File: src/shared/i2c_slave_params.svh
// Constants for the two-wire slave receiver: timing, field positions, reset values
`ifndef I2C_SLAVE_PARAMS_SVH
`define I2C_SLAVE_PARAMS_SVH

`define CLK_MHZ          40
`define GLITCH_NS        50
`define GLITCH_CYC_RAW   ((`GLITCH_NS * `CLK_MHZ) / 1000)
`define GLITCH_CYC       ((`GLITCH_CYC_RAW < 1) ? 1 : `GLITCH_CYC_RAW)
`define MODE_TEN_BIT_POS 0
`define MODE_SS_IRQ_POS  1
`define TEN_BIT_HI_TAG   5'h1e
`define BYTE_BITS        4'h8
`define RESET_BUF        8'h00
`define RESET_ADDR       8'h00
`define LINE_IDLE        1'b1

`endif

File: src/shared/i2c_slave_pkg.sv
// Types shared by the two-wire slave receiver
package i2c_slave_pkg;

	typedef enum logic [1:0] {st_idle, st_addr_hi, st_addr_lo, st_data} slave_state_e;

	typedef struct packed {
		logic [1:0] port_mode_field;
		logic       start_irq_enable;
		logic       stop_irq_enable;
		logic       address_hold_enable;
		logic       data_hold_enable;
		logic       ack_value_select;
		logic       buffer_overwrite_enable;
		logic       stretch_enable;
	} ctrl_s;

	typedef struct packed {
		logic irq_clear;
		logic buffer_read;
		logic overflow_clear;
		logic clock_release_set;
		logic address_write;
	} sw_s;

	typedef struct packed {
		logic start_seen;
		logic stop_seen;
		logic read_not_write;
		logic data_not_address;
		logic ack_received_status;
		logic ack_time_status;
		logic address_refresh_needed;
		logic buffer_full_flag;
		logic receive_overflow_flag;
		logic clock_release;
		logic port_irq_flag;
	} status_s;

endpackage

File: src/rtl/i2c_slave_rx.sv
// Two-wire slave receiver: conditions, address match, acknowledge, stretch
`include "i2c_slave_params.svh"
module i2c_slave_rx
	import i2c_slave_pkg::*;
#(
	parameter int FILTER_CYC = `GLITCH_CYC
) (
	input  wire logic       clk_in,
	input  wire logic       rstn_in,
	input  wire logic       scl_in,
	output logic            scl_out,
	output logic            scl_oe_out,
	input  wire logic       sda_in,
	output logic            sda_out,
	output logic            sda_oe_out,
	input  wire ctrl_s      ctrl_in,
	input  wire sw_s        sw_in,
	input  wire logic [7:0] address_in,
	output status_s         status_out,
	output logic [7:0]      receive_buffer_out
);
	if (FILTER_CYC < 1 || FILTER_CYC > 3) begin : g_check
		$error("i2c_slave_rx: filter too long for the bus bit time");
	end

	slave_state_e state_q;
	logic       scl_f, sda_f, scl_p_q, sda_p_q, low_seen_q;
	logic [3:0] bit_cnt_q;
	logic [7:0] shift_q, addr_q;
	logic       ack_phase_q, hold_q, auto_q, acc_q, rw_q, prior_q;
	logic       ack_drive_q, ckp_q, irq_q, full_q, ovf_q, ua_q;
	logic       ack_rcv_q, ack_time_q, start_seen_q, stop_seen_q, dna_q;
	logic       scl_rise, scl_fall, start_det, stop_det, rise_bit, fall8, fall9;
	logic       ten, ss_irq, hi_match, lo_match, matched, is_addr, hold, auto_ack;
	logic       load_buf, acked, stretch_8, stretch_9, ua_set, set_irq;

	line_filter #(.STABLE_CYC(FILTER_CYC)) u_scl_filter (
		.clk_in   (clk_in),
		.rstn_in  (rstn_in),
		.line_in  (scl_in),
		.level_out(scl_f)
	);
	line_filter #(.STABLE_CYC(FILTER_CYC)) u_sda_filter (
		.clk_in   (clk_in),
		.rstn_in  (rstn_in),
		.line_in  (sda_in),
		.level_out(sda_f)
	);

	assign scl_rise  = scl_f & ~scl_p_q;
	assign scl_fall  = ~scl_f & scl_p_q;
	assign start_det = scl_f & scl_p_q & sda_p_q & ~sda_f;
	// A data bounce with the clock never low stays a plain start
	assign stop_det  = scl_f & scl_p_q & ~sda_p_q & sda_f & low_seen_q;
	assign rise_bit  = scl_rise & ~ack_phase_q & (bit_cnt_q < `BYTE_BITS) & (state_q != st_idle);
	assign fall8     = scl_fall & ~ack_phase_q & (bit_cnt_q == `BYTE_BITS) & (state_q != st_idle);
	assign fall9     = scl_fall & ack_phase_q;

	assign ten      = ctrl_in.port_mode_field[`MODE_TEN_BIT_POS];
	assign ss_irq   = ctrl_in.port_mode_field[`MODE_SS_IRQ_POS];
	assign hi_match = ten ? ((shift_q[7:3] == `TEN_BIT_HI_TAG) && (shift_q[2:1] == addr_q[2:1])
		&& (!shift_q[0] || prior_q))
		: (shift_q[7:1] == addr_q[7:1]);
	assign lo_match = (shift_q == addr_q);
	assign matched  = (state_q == st_data) | ((state_q == st_addr_hi) & hi_match)
		| ((state_q == st_addr_lo) & lo_match);
	assign is_addr  = (state_q != st_data);
	assign hold     = is_addr ? ctrl_in.address_hold_enable : ctrl_in.data_hold_enable;
	assign auto_ack = matched & ~((full_q | ovf_q) & ~ctrl_in.buffer_overwrite_enable);
	assign load_buf = fall8 & matched & (~full_q | ctrl_in.buffer_overwrite_enable);
	assign acked    = ~ack_rcv_q;
	assign stretch_8 = fall8 & matched & hold;
	assign stretch_9 = fall9 & acked & acc_q
		& (ctrl_in.stretch_enable | (rw_q & (state_q == st_addr_hi)));
	assign ua_set   = fall9 & ten & (((state_q == st_addr_hi) & acked & acc_q & ~rw_q)
		| (state_q == st_addr_lo));
	assign set_irq  = (start_det & (ss_irq | ctrl_in.start_irq_enable))
		| (stop_det & (ss_irq | ctrl_in.stop_irq_enable))
		| stretch_8
		| (fall9 & ((acked & acc_q) | (state_q == st_addr_lo)));

	always_ff @(posedge clk_in) begin
		if (!rstn_in) begin
			scl_p_q    <= `LINE_IDLE;
			sda_p_q    <= `LINE_IDLE;
			low_seen_q <= 1'b0;
		end else begin
			scl_p_q <= scl_f;
			sda_p_q <= sda_f;
			if (start_det) begin
				low_seen_q <= 1'b0;
			end else if (scl_fall) begin
				low_seen_q <= 1'b1;
			end
		end
	end

	always_ff @(posedge clk_in) begin
		if (!rstn_in) begin
			state_q     <= st_idle;
			bit_cnt_q   <= '0;
			ack_phase_q <= 1'b0;
			shift_q     <= '0;
			hold_q      <= 1'b0;
			auto_q      <= 1'b0;
			acc_q       <= 1'b0;
			rw_q        <= 1'b0;
			prior_q     <= 1'b0;
		end else if (start_det) begin
			state_q     <= st_addr_hi;
			bit_cnt_q   <= '0;
			ack_phase_q <= 1'b0;
		end else if (stop_det) begin
			state_q     <= st_idle;
			bit_cnt_q   <= '0;
			ack_phase_q <= 1'b0;
			prior_q     <= 1'b0;
		end else if (rise_bit) begin
			shift_q   <= {shift_q[6:0], sda_f};
			bit_cnt_q <= bit_cnt_q + 4'h1;
		end else if (fall8) begin
			if (!matched) begin
				if (state_q == st_addr_hi) begin
					state_q <= st_idle;
					prior_q <= 1'b0;
				end else begin
					ack_phase_q <= 1'b1;
					acc_q       <= 1'b0;
					hold_q      <= hold;
					auto_q      <= 1'b0;
				end
			end else begin
				ack_phase_q <= 1'b1;
				acc_q       <= 1'b1;
				hold_q      <= hold;
				auto_q      <= auto_ack;
				if (state_q == st_addr_hi) begin
					rw_q <= shift_q[0];
					if (ten && !shift_q[0]) begin
						prior_q <= 1'b0;
					end
				end
				if (state_q == st_addr_lo) begin
					prior_q <= 1'b1;
				end
			end
		end else if (fall9) begin
			ack_phase_q <= 1'b0;
			bit_cnt_q   <= '0;
			unique case (state_q)
				st_addr_hi: state_q <= (!acked || !acc_q || rw_q) ? st_idle
					: (ten ? st_addr_lo : st_data);
				st_addr_lo: state_q <= (acked && acc_q) ? st_data : st_idle;
				st_data:    state_q <= acked ? st_data : st_idle;
				st_idle:    state_q <= st_idle;
			endcase
		end
	end

	// Drive starts two cycles after the eighth fall, while the clock is low
	always_ff @(posedge clk_in) begin
		if (!rstn_in) begin
			ack_drive_q <= 1'b0;
		end else begin
			ack_drive_q <= ack_phase_q & ~fall9 & ~start_det & ~stop_det
				& (hold_q ? (acc_q & ~ctrl_in.ack_value_select) : auto_q);
		end
	end

	// Hardware stretch wins over a release pulse in the same cycle
	always_ff @(posedge clk_in) begin
		if (!rstn_in) begin
			ckp_q <= 1'b1;
		end else if (start_det || stop_det) begin
			ckp_q <= 1'b1;
		end else if (stretch_8 || stretch_9) begin
			ckp_q <= 1'b0;
		end else if (sw_in.clock_release_set) begin
			ckp_q <= 1'b1;
		end
	end

	always_ff @(posedge clk_in) begin
		if (!rstn_in) begin
			irq_q <= 1'b0;
			full_q <= 1'b0;
			ovf_q <= 1'b0;
			ua_q <= 1'b0;
		end else begin
			irq_q  <= set_irq | (irq_q & ~sw_in.irq_clear);
			full_q <= load_buf | (full_q & ~sw_in.buffer_read);
			ovf_q  <= (fall8 & matched & full_q) | (ovf_q & ~sw_in.overflow_clear);
			ua_q   <= ua_set | (ua_q & ~sw_in.address_write);
		end
	end

	always_ff @(posedge clk_in) begin
		if (!rstn_in) begin
			addr_q             <= `RESET_ADDR;
			receive_buffer_out <= `RESET_BUF;
			dna_q              <= 1'b0;
		end else begin
			if (sw_in.address_write) begin
				addr_q <= address_in;
			end
			if (load_buf) begin
				receive_buffer_out <= shift_q;
				dna_q              <= (state_q == st_data);
			end
		end
	end

	always_ff @(posedge clk_in) begin
		if (!rstn_in) begin
			ack_rcv_q    <= 1'b1;
			ack_time_q   <= 1'b0;
			start_seen_q <= 1'b0;
			stop_seen_q  <= 1'b0;
		end else begin
			if (scl_rise && ack_phase_q) begin
				ack_rcv_q <= sda_f;
			end
			if (start_det || stop_det || fall9) begin
				ack_time_q <= 1'b0;
			end else if (fall8 && matched
				&& (ctrl_in.address_hold_enable || ctrl_in.data_hold_enable)) begin
				ack_time_q <= 1'b1;
			end
			if (start_det) begin
				start_seen_q <= 1'b1;
				stop_seen_q  <= 1'b0;
			end else if (stop_det) begin
				start_seen_q <= 1'b0;
				stop_seen_q  <= 1'b1;
			end
		end
	end

	// Open drain: only the enables move, the driven level is always low
	assign scl_out    = 1'b0;
	assign sda_out    = 1'b0;
	assign scl_oe_out = ~ckp_q | ua_q;
	assign sda_oe_out = ack_drive_q;
	assign status_out = '{start_seen: start_seen_q, stop_seen: stop_seen_q,
		read_not_write: rw_q, data_not_address: dna_q, ack_received_status: ack_rcv_q,
		ack_time_status: ack_time_q, address_refresh_needed: ua_q, buffer_full_flag: full_q,
		receive_overflow_flag: ovf_q, clock_release: ckp_q, port_irq_flag: irq_q};
endmodule

File: src/rtl/line_filter.sv
// Two-stage synchroniser and glitch filter for one bus line
`include "i2c_slave_params.svh"
module line_filter #(
	parameter int STABLE_CYC = `GLITCH_CYC
) (
	input  wire logic clk_in,
	input  wire logic rstn_in,
	input  wire logic line_in,
	output logic      level_out
);
	localparam int CW = $clog2(STABLE_CYC + 1);

	if (STABLE_CYC < 1 || STABLE_CYC > 255) begin : g_check
		$error("line_filter: STABLE_CYC out of range");
	end

	logic          sync1_q;
	logic          sync2_q;
	logic [CW-1:0] cnt_q;

	always_ff @(posedge clk_in) begin
		if (!rstn_in) begin
			sync1_q <= `LINE_IDLE;
			sync2_q <= `LINE_IDLE;
		end else begin
			sync1_q <= line_in;
			sync2_q <= sync1_q;
		end
	end

	// Level moves only after STABLE_CYC equal samples, so spikes vanish
	always_ff @(posedge clk_in) begin
		if (!rstn_in) begin
			level_out <= `LINE_IDLE;
			cnt_q     <= '0;
		end else if (sync2_q == level_out) begin
			cnt_q <= '0;
		end else if (cnt_q == CW'(STABLE_CYC - 1)) begin
			level_out <= sync2_q;
			cnt_q     <= '0;
		end else begin
			cnt_q <= cnt_q + CW'(1);
		end
	end
endmodule

File: config.mk
export PLATFORM = sky130hd
export DESIGN_NAME = i2c_slave_rx
export DESIGN_NICKNAME = d
export VERILOG_FILES = /design/src/shared/i2c_slave_pkg.sv /design/src/rtl/i2c_slave_rx.sv /design/src/rtl/line_filter.sv
export VERILOG_INCLUDE_DIRS = /design/src /design/src/shared
export SDC_FILE = /design/constraint.sdc
export NUM_CORES = 1
export LEC_CHECK = 0
export BUFFER_PORTS_ARGS = -buffer_cell sky130_fd_sc_hd__buf_2
export CAP_MARGIN = 0
export CORE_AREA = 2 2 101 103
export DETAILED_ROUTE_END_ITERATION = 6
export DIE_AREA = 0 0 103 105
export PLACE_DENSITY = 0.55
export SYNTH_ARGS = -nofsm -noshare
export SYNTH_HDL_FRONTEND = slang
export SYNTH_SLANG_ARGS = --single-unit
File: constraint.sdc
create_clock -name clk_in -period 1.94 [get_ports clk_in]
set_input_delay 0.194 -clock clk_in [delete_from_list [all_inputs] [get_ports clk_in]]
set_output_delay 0.194 -clock clk_in [all_outputs]
set_load 0.01 [all_outputs]
# Word level (Yosys, flattened, before mapping)
# Index checks and enable logic that the tools add are counted.
# totals
mem_bits_ro	0
latchBits	0
mem_bits_rw	0
out_inout_bits	23
register_bits	60
n_memories	0
wordCells	227
inputBits	26
# classes
n_eq_ne	23
shifts	0
n_div	0
bitwise	85
mux	39
n_reduce_logical	42
n_mul	0
add_sub_neg	3
n_lt_le_gt_ge	1
# ops
op	count
1-bit bitwise AND	45
1-bit two-way mux	28
1-bit NOT	23
1-bit bitwise OR	17
2-bit two-way mux	7
4-bit two-way mux	3
6-bit AND reduction	2
2-bit nonzero test	6
2-bit != test (second input constant)	5
3-bit OR reduction	3
8-bit == test	1
2-bit one-hot mux with 4 select lines	1
4-bit AND reduction	2
7-bit == test	1
1-bit logical AND	7
1-bit logical OR	7
2-bit by 1-bit == test with 1-bit output (second input constant)	3
3-bit != test (second input constant)	2
2-bit AND reduction	3
3-bit AND reduction	2
3-bit nonzero test	2
2-bit OR reduction	3
5-bit == test (second input constant)	1
5-bit AND reduction	1
14 further kinds	18

# Depth between registers and ports, before layout
# Gate-level depths: netlist of run 1.
# depth
word_depth	12
ltp_mapped	8
ltp_nobuf	7

# Modules after synthesis
# From an unflattened synthesis of run 1, not the netlist that was laid out.
# hier_totals
cells_unflattened	309
area_unflattened_um2	2766.4
# modules_own_cells
module	cells_each	seq_area_each_um2	area_per_inst_um2	instances
i2c_slave_rx	281	1001.0	2428.6	1
line_filter	14	100.1	168.9	2

# Worst setup path after synthesis of run 1
# Ideal clock, no wire load.
# synth_timing
kind	reg-to-reg
startpoint	register bit_cnt_q[0]
endpoint	register full_q
setup_time_ps	115
path_stages_with_launch	9
required_time_ps	1825
path_slack_ps	234
path_buffers	1
arrival_ps	1592
synth_period_minus_slack_ps	1706
path_cell_list	dfxtp_1 > inv_1 > ha_1 > nor4bb_4 > and3b_4 > o21a_1 > a32o_2 > buf_6 > o21a_1
# synth_via
elab_chain_cells	6
# synth_rtl
element	line_no	source
start: declaration	i2c_slave_rx.sv:28	logic [3:0] bit_cnt_q;
start signal: assignment	i2c_slave_rx.sv:120	bit_cnt_q <= bit_cnt_q + 4'h1;
4-bit == test (no source line)	--	
1-bit bitwise AND (2 in series)	i2c_slave_rx.sv:56	assign fall8 = scl_fall & ~ack_phase_q & (bit_cnt_q == `BYTE_BITS) & (state_q != st_idle);
1-bit bitwise AND (2 in series)	i2c_slave_rx.sv:70	assign load_buf = fall8 & matched & (~full_q | ctrl_in.buffer_overwrite_enable);
1-bit bitwise OR	i2c_slave_rx.sv:191	full_q <= load_buf | (full_q & ~sw_in.buffer_read);
end signal: assignment	i2c_slave_rx.sv:191	
end: declaration	i2c_slave_rx.sv:31	logic ack_drive_q, ckp_q, irq_q, full_q, ovf_q, ua_q;
# No other way between the ends.
# A chain may end at the register's enable or synchronous reset.

# Worst setup path in the final report of run 1
# layout_timing
startpoint	register bit_cnt_q[0]
endpoint	register receive_buffer_out[2]
# layout_via
elab_chain_cells	5
# layout_rtl
element	line_no	source
4-bit == test (no source line)	--	
1-bit bitwise AND (2 in series)	i2c_slave_rx.sv:56	
1-bit bitwise AND (2 in series)	i2c_slave_rx.sv:70	
end signal: assignment	i2c_slave_rx.sv:200	receive_buffer_out <= `RESET_BUF;
end signal: assignment	i2c_slave_rx.sv:207	receive_buffer_out <= shift_q;
end: declaration	i2c_slave_rx.sv:20	output logic [7:0] receive_buffer_out
# No other way between the ends.

==> metrics, run 1 <==
Worst Hold End u_sda_filter.sync1_q; Post-DP HPWL 4900 um; total congestion overflow 0; Die Span Y 105 um; #FFs+latches synth 60; first-pass GRT wire length 11200 um; TritonCTS buffer count 9; maximum clock path buffer count 2; min Tclk post-route 1.83 ns; routability-driven placement congestion ratio 0.845; htree depth 3; Pwr Density 728 nW/um^2; crit path max fanout 9; worst slack, placed 0.0359 ns; FFs w/ async S/R, synth 0; CTS tree yes; Skew-Pair Late Insertion Delay 0.34 ns; Post-synth EDFFs 0; Synthesis Warnings 0; Pint 1910 uW; sequential share of the synthesized area 0.423; commonest non-fill, non-tap cell in the layout dfxtp_1; Initial Utilization 0.295; critical path launch point type flop; share of cells above drive strength 1 0.238; commonest register cell after synthesis dfxtp_1; Root Driver clkbuf_8; post-synth top area cell dfxtp_1; Area growth syn-to-layout 18.8%; outcome complete, no violations; multi-input logic area 1430 um^2; Clock Skew 0.00649 ns; Synth top area share 0.423; IO buf count 46; Finished Layout Cells 502; Slew Limit Fails 0; max cap viols 0; drt wl/cell 13.4 um; Reg2Reg Depth 8; cts hold-fix bufs 0; die width 103 um; Die Area 10800 um^2; average size of a mapped cell 8.84 um^2; Total Routed Length 6730 um; Via density 4.62; Placed Cells 483; initial antenna violation count 0; Sink Count 60; Switch Pwr 550 uW; Final setup viols 0; data arrival time of the critical path 2.10 ns; Pleak 0.00134 uW; Synth Cell Area 2840 um^2; Overall Global Routing Usage 0.133; largest net degree at the start of global routing 28; core area 9640 um^2; RSZ-0062 raised after global routing yes; ANT cells 0; Comb pwr share 0.057; first-pass iteration count of the detailed router 4; final hold vios 0; antenna-violating nets left 0; DRT iter0 DRCs 104; Layout fillers 1047; Fmax 546 MHz; R2R Path End receive_buffer_out[2]; top-level I/O count 49; Worst Min Path Start sda_in; via count 2319; Cells after Synth 321; Net Sw Frac 0.224; NumNets Final 395; R2R Path Start bit_cnt_q[0]; Synth area leaders dfxtp_1 (42%), mux2i_1 (7.8%), nand2_1 (7.3%); Final WS setup 0.107 ns; DRC viols 0; Min-Delay Path Class primary input to flop; clock group share of total power 0.431; Storage cell area 1200 um^2; Hold Crit Depth 2; Reg clk slew, reported paths 0.06 ns; final period utilization 0.945; worst vdd ir 0.428 mV; setup tns final 0 ns; Setup Crit Path Kind flop to flop; vias in the first global route 2257; WP data required 2.21 ns; site row count 36; crit end category flop; FF-to-FF setup slack 0.11 ns; sequential share of power 0.513; unique cell type count in the Yosys netlist 58; most frequent cells in the layout dfxtp_1 (59), nand2_1 (55), buf_2 (46), nor2_1 (22), mux2i_1 (22)
[worst max-delay path, stage by stage (launching register included)]
cell and delay, ns:
dfxtp_1 0.34, inv_1 0.09, ha_1 0.14, nor4bb_4 0.25
and3b_4 0.29, o21a_1 0.12, a32o_2 0.20, buf_12 0.15
mux2i_1 0.19
[worst max path at each step]
stage,start,endpoint,cells past startpoint
floorplan,bit_cnt_q[0],full_q,8
global placement,bit_cnt_q[0],receive_buffer_out[3],7
detailed placement,bit_cnt_q[0],receive_buffer_out[3],7
finish,bit_cnt_q[0],receive_buffer_out[2],8
global route,bit_cnt_q[0],receive_buffer_out[5],8
CTS,bit_cnt_q[0],receive_buffer_out[3],7
[layout make-up]
class	count	area share
multi-input combinational	223	0.423
sequential	60	0.357
timing repair buffer	60	0.103
clock buffer	14	0.0542
tap	133	0.0494
inverter	11	0.0122
clock inverter	1	0.00148
[stage by stage]
stage          area (um^2)  total power, uW   util  hold slack (ns)
2_1_floorplan         2840             1370      -            0.295
3_3_place_gp          3140             1420  0.326            0.385
3_5_place_dp          3140             1430  0.326            0.386
4_1_cts               3330             2480  0.345           0.0269
5_1_grt               3370             2550  0.350           0.0249
6_report              3370             2450  0.350           0.0424
[cells by family (layout without fill, tap and decap cells)]
kind of cell,count (synthesis),count (layout),share of synthesized area
compound gates,51,51,0.129
xor+xnor,11,11,0.0339
fa+ha+maj,4,4,0.0176
buf+inv,39,86,0.0758
flops,60,60,0.423
mux,23,23,0.0815
other cells,1,2,0.00132
simple gates,132,132,0.238
[repair_timing]
action / in CTS / in global routing
endpoints found under the setup margin: 0 / 16
gates resized for setup: 0 / 1
buffers inserted: 0 / 4
[routing by layer]
metal	global-route usage	vias up	wire length [um]
li1	-	1172	-
met1	0.177	1079	3100
met2	0.198	56	3140
met3	0.0495	12	389
met4	0.0442	0	107
met5	0	-	0
[sequential cells by signal, indices dropped and copies added, names as in the netlist, 2 cells and up]
signal              flops
receive_buffer_out      8
u_scl_filter.cnt_q      2
state_q                 2
shift_q                 8
addr_q                  8
u_sda_filter.cnt_q      2
bit_cnt_q               4
[Yosys cell counts, types with 4 or more instances]
library cell	count
a21boi_1	7
a21oi_1	12
buf_2	4
buf_4	13
clkbuf_1	9
dfxtp_1	60
ha_1	4
inv_1	10
mux2i_1	22
nand2_1	55
nand2b_1	12
nand3_1	8
nand3b_1	6
nand4_1	5
nor2_1	22
nor2b_1	7
o21ai_0	4
xnor2_1	8
[power groups by stage]
stage	Combinational, uW	Clock [uW]	Sequential (uW)
3_5_place_dp	139	0	1290
4_1_cts	140	1090	1260
5_1_grt	153	1140	1260
6_report	139	1060	1260
3_3_place_gp	138	0	1290
2_1_floorplan	85.3	0	1280
Power figures use the tool's default switching activity.
==> run 2: changes to the inputs <==
Settings changed: CORE_AREA 2 2 101 103 to 2 2 100 102, DIE_AREA 0 0 103 105 to 0 0 102 104, SYNTH_HIERARCHICAL set to 1.
==> run 2 against run 1 <==
Via count fell by 2.2%; power increased by 1.8%; first-iteration DRC count grew 37%.
==> metrics, run 2 <==
final period utilization 0.946; top-level I/O count 49; first-pass iteration count of the detailed router 4; DRT iter0 DRCs 142; DRC viols 0; Layout fillers 1018; Min-Delay Path Class primary input to flop; site row count 36; #FFs+latches synth 60; most common cell in the netlist dfxtp_1; Post-synth EDFFs 0; critical path launch point type flop; Initial Utilization 0.290; worst vdd ir 0.228 mV; vias in the first global route 2157; Pwr Density 747 nW/um^2; WP data required 2.20 ns; Clock Skew 0.00828 ns; share of cells above drive strength 1 0.255; final hold vios 0; RSZ-0062 raised after global routing no; Post-CTS Setup Bufs 0; TritonCTS buffer count 9; Via density 4.55; Synthesis Warnings 6; antenna-violating nets left 0; post-route cell area 3340 um^2; Post-DP HPWL 5010 um; most frequent cells in the layout dfxtp_1 (57), nand2_1 (53), buf_2 (46), a21oi_1 (24), mux2i_1 (22); htree depth 3; Synth top area share 0.434; CP max stage delay 0.42 ns; via count 2267; post-synth top area cell dfxtp_1; IO buf count 46; Total Routed Length 6630 um; FFs w/ async S/R, synth 0; unique cell type count in the Yosys netlist 53; Hold Crit Depth 2; Pleak 0.00128 uW; core area 9550 um^2; post-layout util 0.350; Synth top cells by count dfxtp_1 (60), nand2_1 (53), a21oi_1 (24); commonest non-fill, non-tap cell in the layout dfxtp_1; max cap viols 0; Placement Cell Area 3140 um^2; CP Cell Sequence nor2b_1, or2_4, o41ai_4, o221a_4, mux2i_1; Synth Cell Area 2770 um^2; Slew Limit Fails 0; Setup Crit Path Kind flop to flop; largest net degree at the start of global routing 27; total congestion overflow 0; Sink Count 60; NumNets Final 390; Die Span Y 104 um; outcome complete, no violations; first-pass GRT wire length 10800 um; Reg2Reg Depth 5; average size of a mapped cell 8.95 um^2; Worst-Margin Slew 0.501 ns; drt wl/cell 13.3 um; data arrival time of the critical path 2.10 ns; Cells after Synth 309; Overall Global Routing Usage 0.130; setup tns final 0 ns; Regs by FF count addr_q (8), receive_buffer_out (8), shift_q (8); Reg clk slew, reported paths 0.07 ns; commonest register cell after synthesis dfxtp_1; Root Driver clkbuf_8; min Tclk post-route 1.84 ns; Final setup viols 0; sequential share of the synthesized area 0.434; Worst path slowest cell o41ai_4; crit path max fanout 8; worst relative slew slack 0.666; Die Area 10600 um^2; routability-driven placement congestion ratio 0.794; Area growth syn-to-layout 20.9%; die width 102 um; ANT cells 0; Fmax 545 MHz; maximum clock path buffer count 2; CTS tree yes; initial antenna violation count 0; Skew-Pair Late Insertion Delay 0.34 ns; Synth area leaders dfxtp_1 (43%), mux2i_1 (8.0%), nand2_1 (7.2%); crit end category flop
## run 2: cell type report
cell class | instances | area, um^2 | share of cell area
well taps | 133 | 166 | 0.0498
flip-flops and latches | 60 | 1200 | 0.360
repair buffers | 62 | 350 | 0.105
clock inverters | 7 | 67.6 | 0.0202
inverters | 11 | 41.3 | 0.0123
multi-input cells | 216 | 1390 | 0.416
clock buffers | 9 | 124 | 0.0370
## run 2: stage by stage
| step | hold slack [ns] | cells | total power (uW) | setup WS [ns] |
|---|---|---|---|---|
| after floorplan | 0.256 | 310 | 1370 | 0.190 |
| final | 0.0348 | 498 | 2500 | 0.104 |
| after global placement | 0.374 | 482 | 1430 | 0.131 |
| after CTS | 0.0197 | 498 | 2540 | 0.0736 |
| after detailed placement | 0.379 | 482 | 1430 | 0.112 |
| after global routing | 0.0439 | 498 | 2600 | 0.00648 |
## run 2: cells by family (layout without fill, tap and decap cells)
logic type	count (synthesis)	after routing	synth area share
other	1	2	0.00136
DFF	60	60	0.434
AOI/OAI and AO/OA	51	51	0.133
xor gates and xnor gates	11	11	0.0348
and+or+nand+nor	125	125	0.228
adders and majority gates	4	4	0.0181
buffers and inverters	34	89	0.0669
muxes	23	23	0.0837
## run 2: what timing repair did
action	in CTS	in global routing
setup endpoints to repair	0	6
resized for setup	0	4
hold buffers	0	0
## run 2: report_power, final
part,internal (uW),switching [uW]
logic,60.9,77.7
registers,1250,13.1
clock network,585,514
total,1900,604
## run 2: path summary, 6_finish.rpt
path	slack [ns]	endpoint	start
setup / recovery	0.10	receive_buffer_out[7]	shift_q[0]
hold / removal	0.03	u_sda_filter/sync1_q	sda_in
setup reg to reg	0.10	receive_buffer_out[7]	shift_q[0]
hold reg to reg	0.41	u_scl_filter/sync2_q	u_scl_filter/sync1_q
## run 2: worst max-delay path, delay by kind of cell (launching register included)
kind	cells	cell delay (ns)
AOI/OAI and AO/OA	2	0.76
DFF	1	0.36
muxes	1	0.22
and+or+nand+nor	2	0.41
## run 2: routing by layer
layer | track usage | share of wire | routed length [um] | vias up
met5 | 0 | 0 | 0 | -
met4 | 0.0600 | 0.012 | 82 | 0
met3 | 0.0316 | 0.055 | 367 | 6
met2 | 0.185 | 0.43 | 2830 | 58
met1 | 0.184 | 0.50 | 3350 | 1047
li1 | - | - | - | 1156
==> run 3: changes to the inputs <==
Clock period 1.94 ns to 2.05 ns, I/O delays scaled along.
==> run 3 against run 2 <==
Final area is 0.86% lower; non-clock buffer count decreased by 7; clock power up 10%; power grew 0.99%; clock-buffer cell count stayed put; worst setup slack better by 0.056 ns; global-route usage is 0.12 points lower; core utilization is 0.30 points lower.
==> metrics, run 3 (synthesis gave the netlist of run 2 again) <==
outcome complete, no violations; RSZ-0062 raised after global routing no; crit path buf inv count 1; post-layout util 0.347; Overall Global Routing Usage 0.129; antenna-violating nets left 0; critical path launch point type flop; routability-driven placement congestion ratio 0.777; share of cells above drive strength 1 0.229; total congestion overflow 0; NumNets Final 383; ANT cells 0; Regs by FF count addr_q (8), receive_buffer_out (8), shift_q (8); worst relative slew slack 0.495; drt wl/cell 13.2 um; Final setup viols 0; maximum clock path buffer count 2; Min-Delay Path Class primary input to flop; Placed Cells 474; Reg clk slew, reported paths 0.07 ns; Pint 1920 uW; IO buf count 46; final period utilization 0.922; top-level I/O count 49; Worst path slowest cell o41ai_4; Clock Skew 0.0130 ns; Skew-Pair Late Insertion Delay 0.36 ns; Setup Crit Path Kind flop to flop; Pwr Density 761 nW/um^2; Post-DP HPWL 4770 um; first-pass iteration count of the detailed router 4; CTS tree yes; via count 2280; Slew Limit Fails 0; initial antenna violation count 0; first-pass GRT wire length 10400 um; final hold vios 0; Comb pwr share 0.049; worst vdd ir 0.223 mV; clock group share of total power 0.478; DRC viols 0; Layout fillers 1021; Worst-Margin Slew 0.756 ns; crit-path leading delay family compound AO/OA/AOI/OAI gates; die width 102 um; Finished Layout Cells 491; TritonCTS buffer count 9; site row count 36; most frequent cells in the layout dfxtp_1 (60), nand2_1 (53), buf_2 (46), a21oi_1 (24), mux2i_1 (22); vias in the first global route 2109; data arrival time of the critical path 2.14 ns; crit path max fanout 6; Die Span Y 104 um; CP Cell Sequence nor2b_1, or2_4, o41ai_4, buf_4, o211ai_1, a21o_1; Root Driver clkbuf_8; commonest non-fill, non-tap cell in the layout dfxtp_1; Net Sw Frac 0.238; Switch Pwr 601 uW; min Tclk post-route 1.89 ns; Pleak 0.00124 uW; Die Area 10600 um^2; post-CTS sizing 0; Area growth syn-to-layout 19.9%; CP max stage delay 0.41 ns; WP data required 2.30 ns; htree depth 3; max cap viols 0; largest net degree at the start of global routing 27; Via density 4.64; Initial Utilization 0.290; core area 9550 um^2; Total Routed Length 6480 um; Sink Count 60; sequential share of power 0.473; DRT iter0 DRCs 133; total power draw 2520 uW; crit end category flop; setup tns final 0 ns; Fmax 529 MHz
-- run 3: area by class of cell --
cell class                      instances  area, um^2  share of cell area
Multi-Input combinational cell        216        1380               0.417
Clock buffer                            9         124              0.0374
Sequential cell                        60        1200               0.362
Inverter                               11        41.3              0.0125
Clock inverter                          7         101              0.0306
Timing Repair Buffer                   55         298              0.0898
Tap cell                              133         166              0.0502
-- run 3: what timing repair did --
action | in CTS | in global routing
setup buffers | 0 | 1
endpoints found under the setup margin | 0 | 4
hold buffers | 0 | 0
-- run 3: per-stage QoR --
stage	hold slack [ns]	area, um^2	setup WS (ns)
finish	0.0276	3320	0.160
global placement	0.385	3080	0.206
floorplan	0.267	2770	0.300
global route	0.0230	3320	0.0232
CTS	0.0175	3310	0.0997
detailed placement	0.392	3080	0.142
-- run 3: final timing paths --
kind | startpoint | slack, ns | cells after the start | end
worst min register to register | u_scl_filter/sync1_q | 0.41 | 1 | u_scl_filter/sync2_q
worst min-delay path | sda_in | 0.03 | 2 | u_sda_filter/sync1_q
worst max register to register | shift_q[0] | 0.16 | 6 | ckp_q
worst max-delay path | shift_q[0] | 0.16 | 6 | ckp_q
-- run 3: power groups by stage --
stage / Sequential [uW] / Clock [uW] / Combinational (uW)
2_1_floorplan: 1220 / 0 / 79.0
3_3_place_gp: 1220 / 0 / 123
3_5_place_dp: 1220 / 0 / 123
4_1_cts: 1190 / 1230 / 124
5_1_grt: 1200 / 1280 / 135
6_report: 1190 / 1210 / 123
-- run 3: metal layers --
layer  GRT usage  vias up  share of wire
met4      0.0743        0          0.027
met5           0        -              0
met3      0.0316       12          0.044
li1            -     1142              -
met1       0.175     1075           0.51
met2       0.183       51           0.42
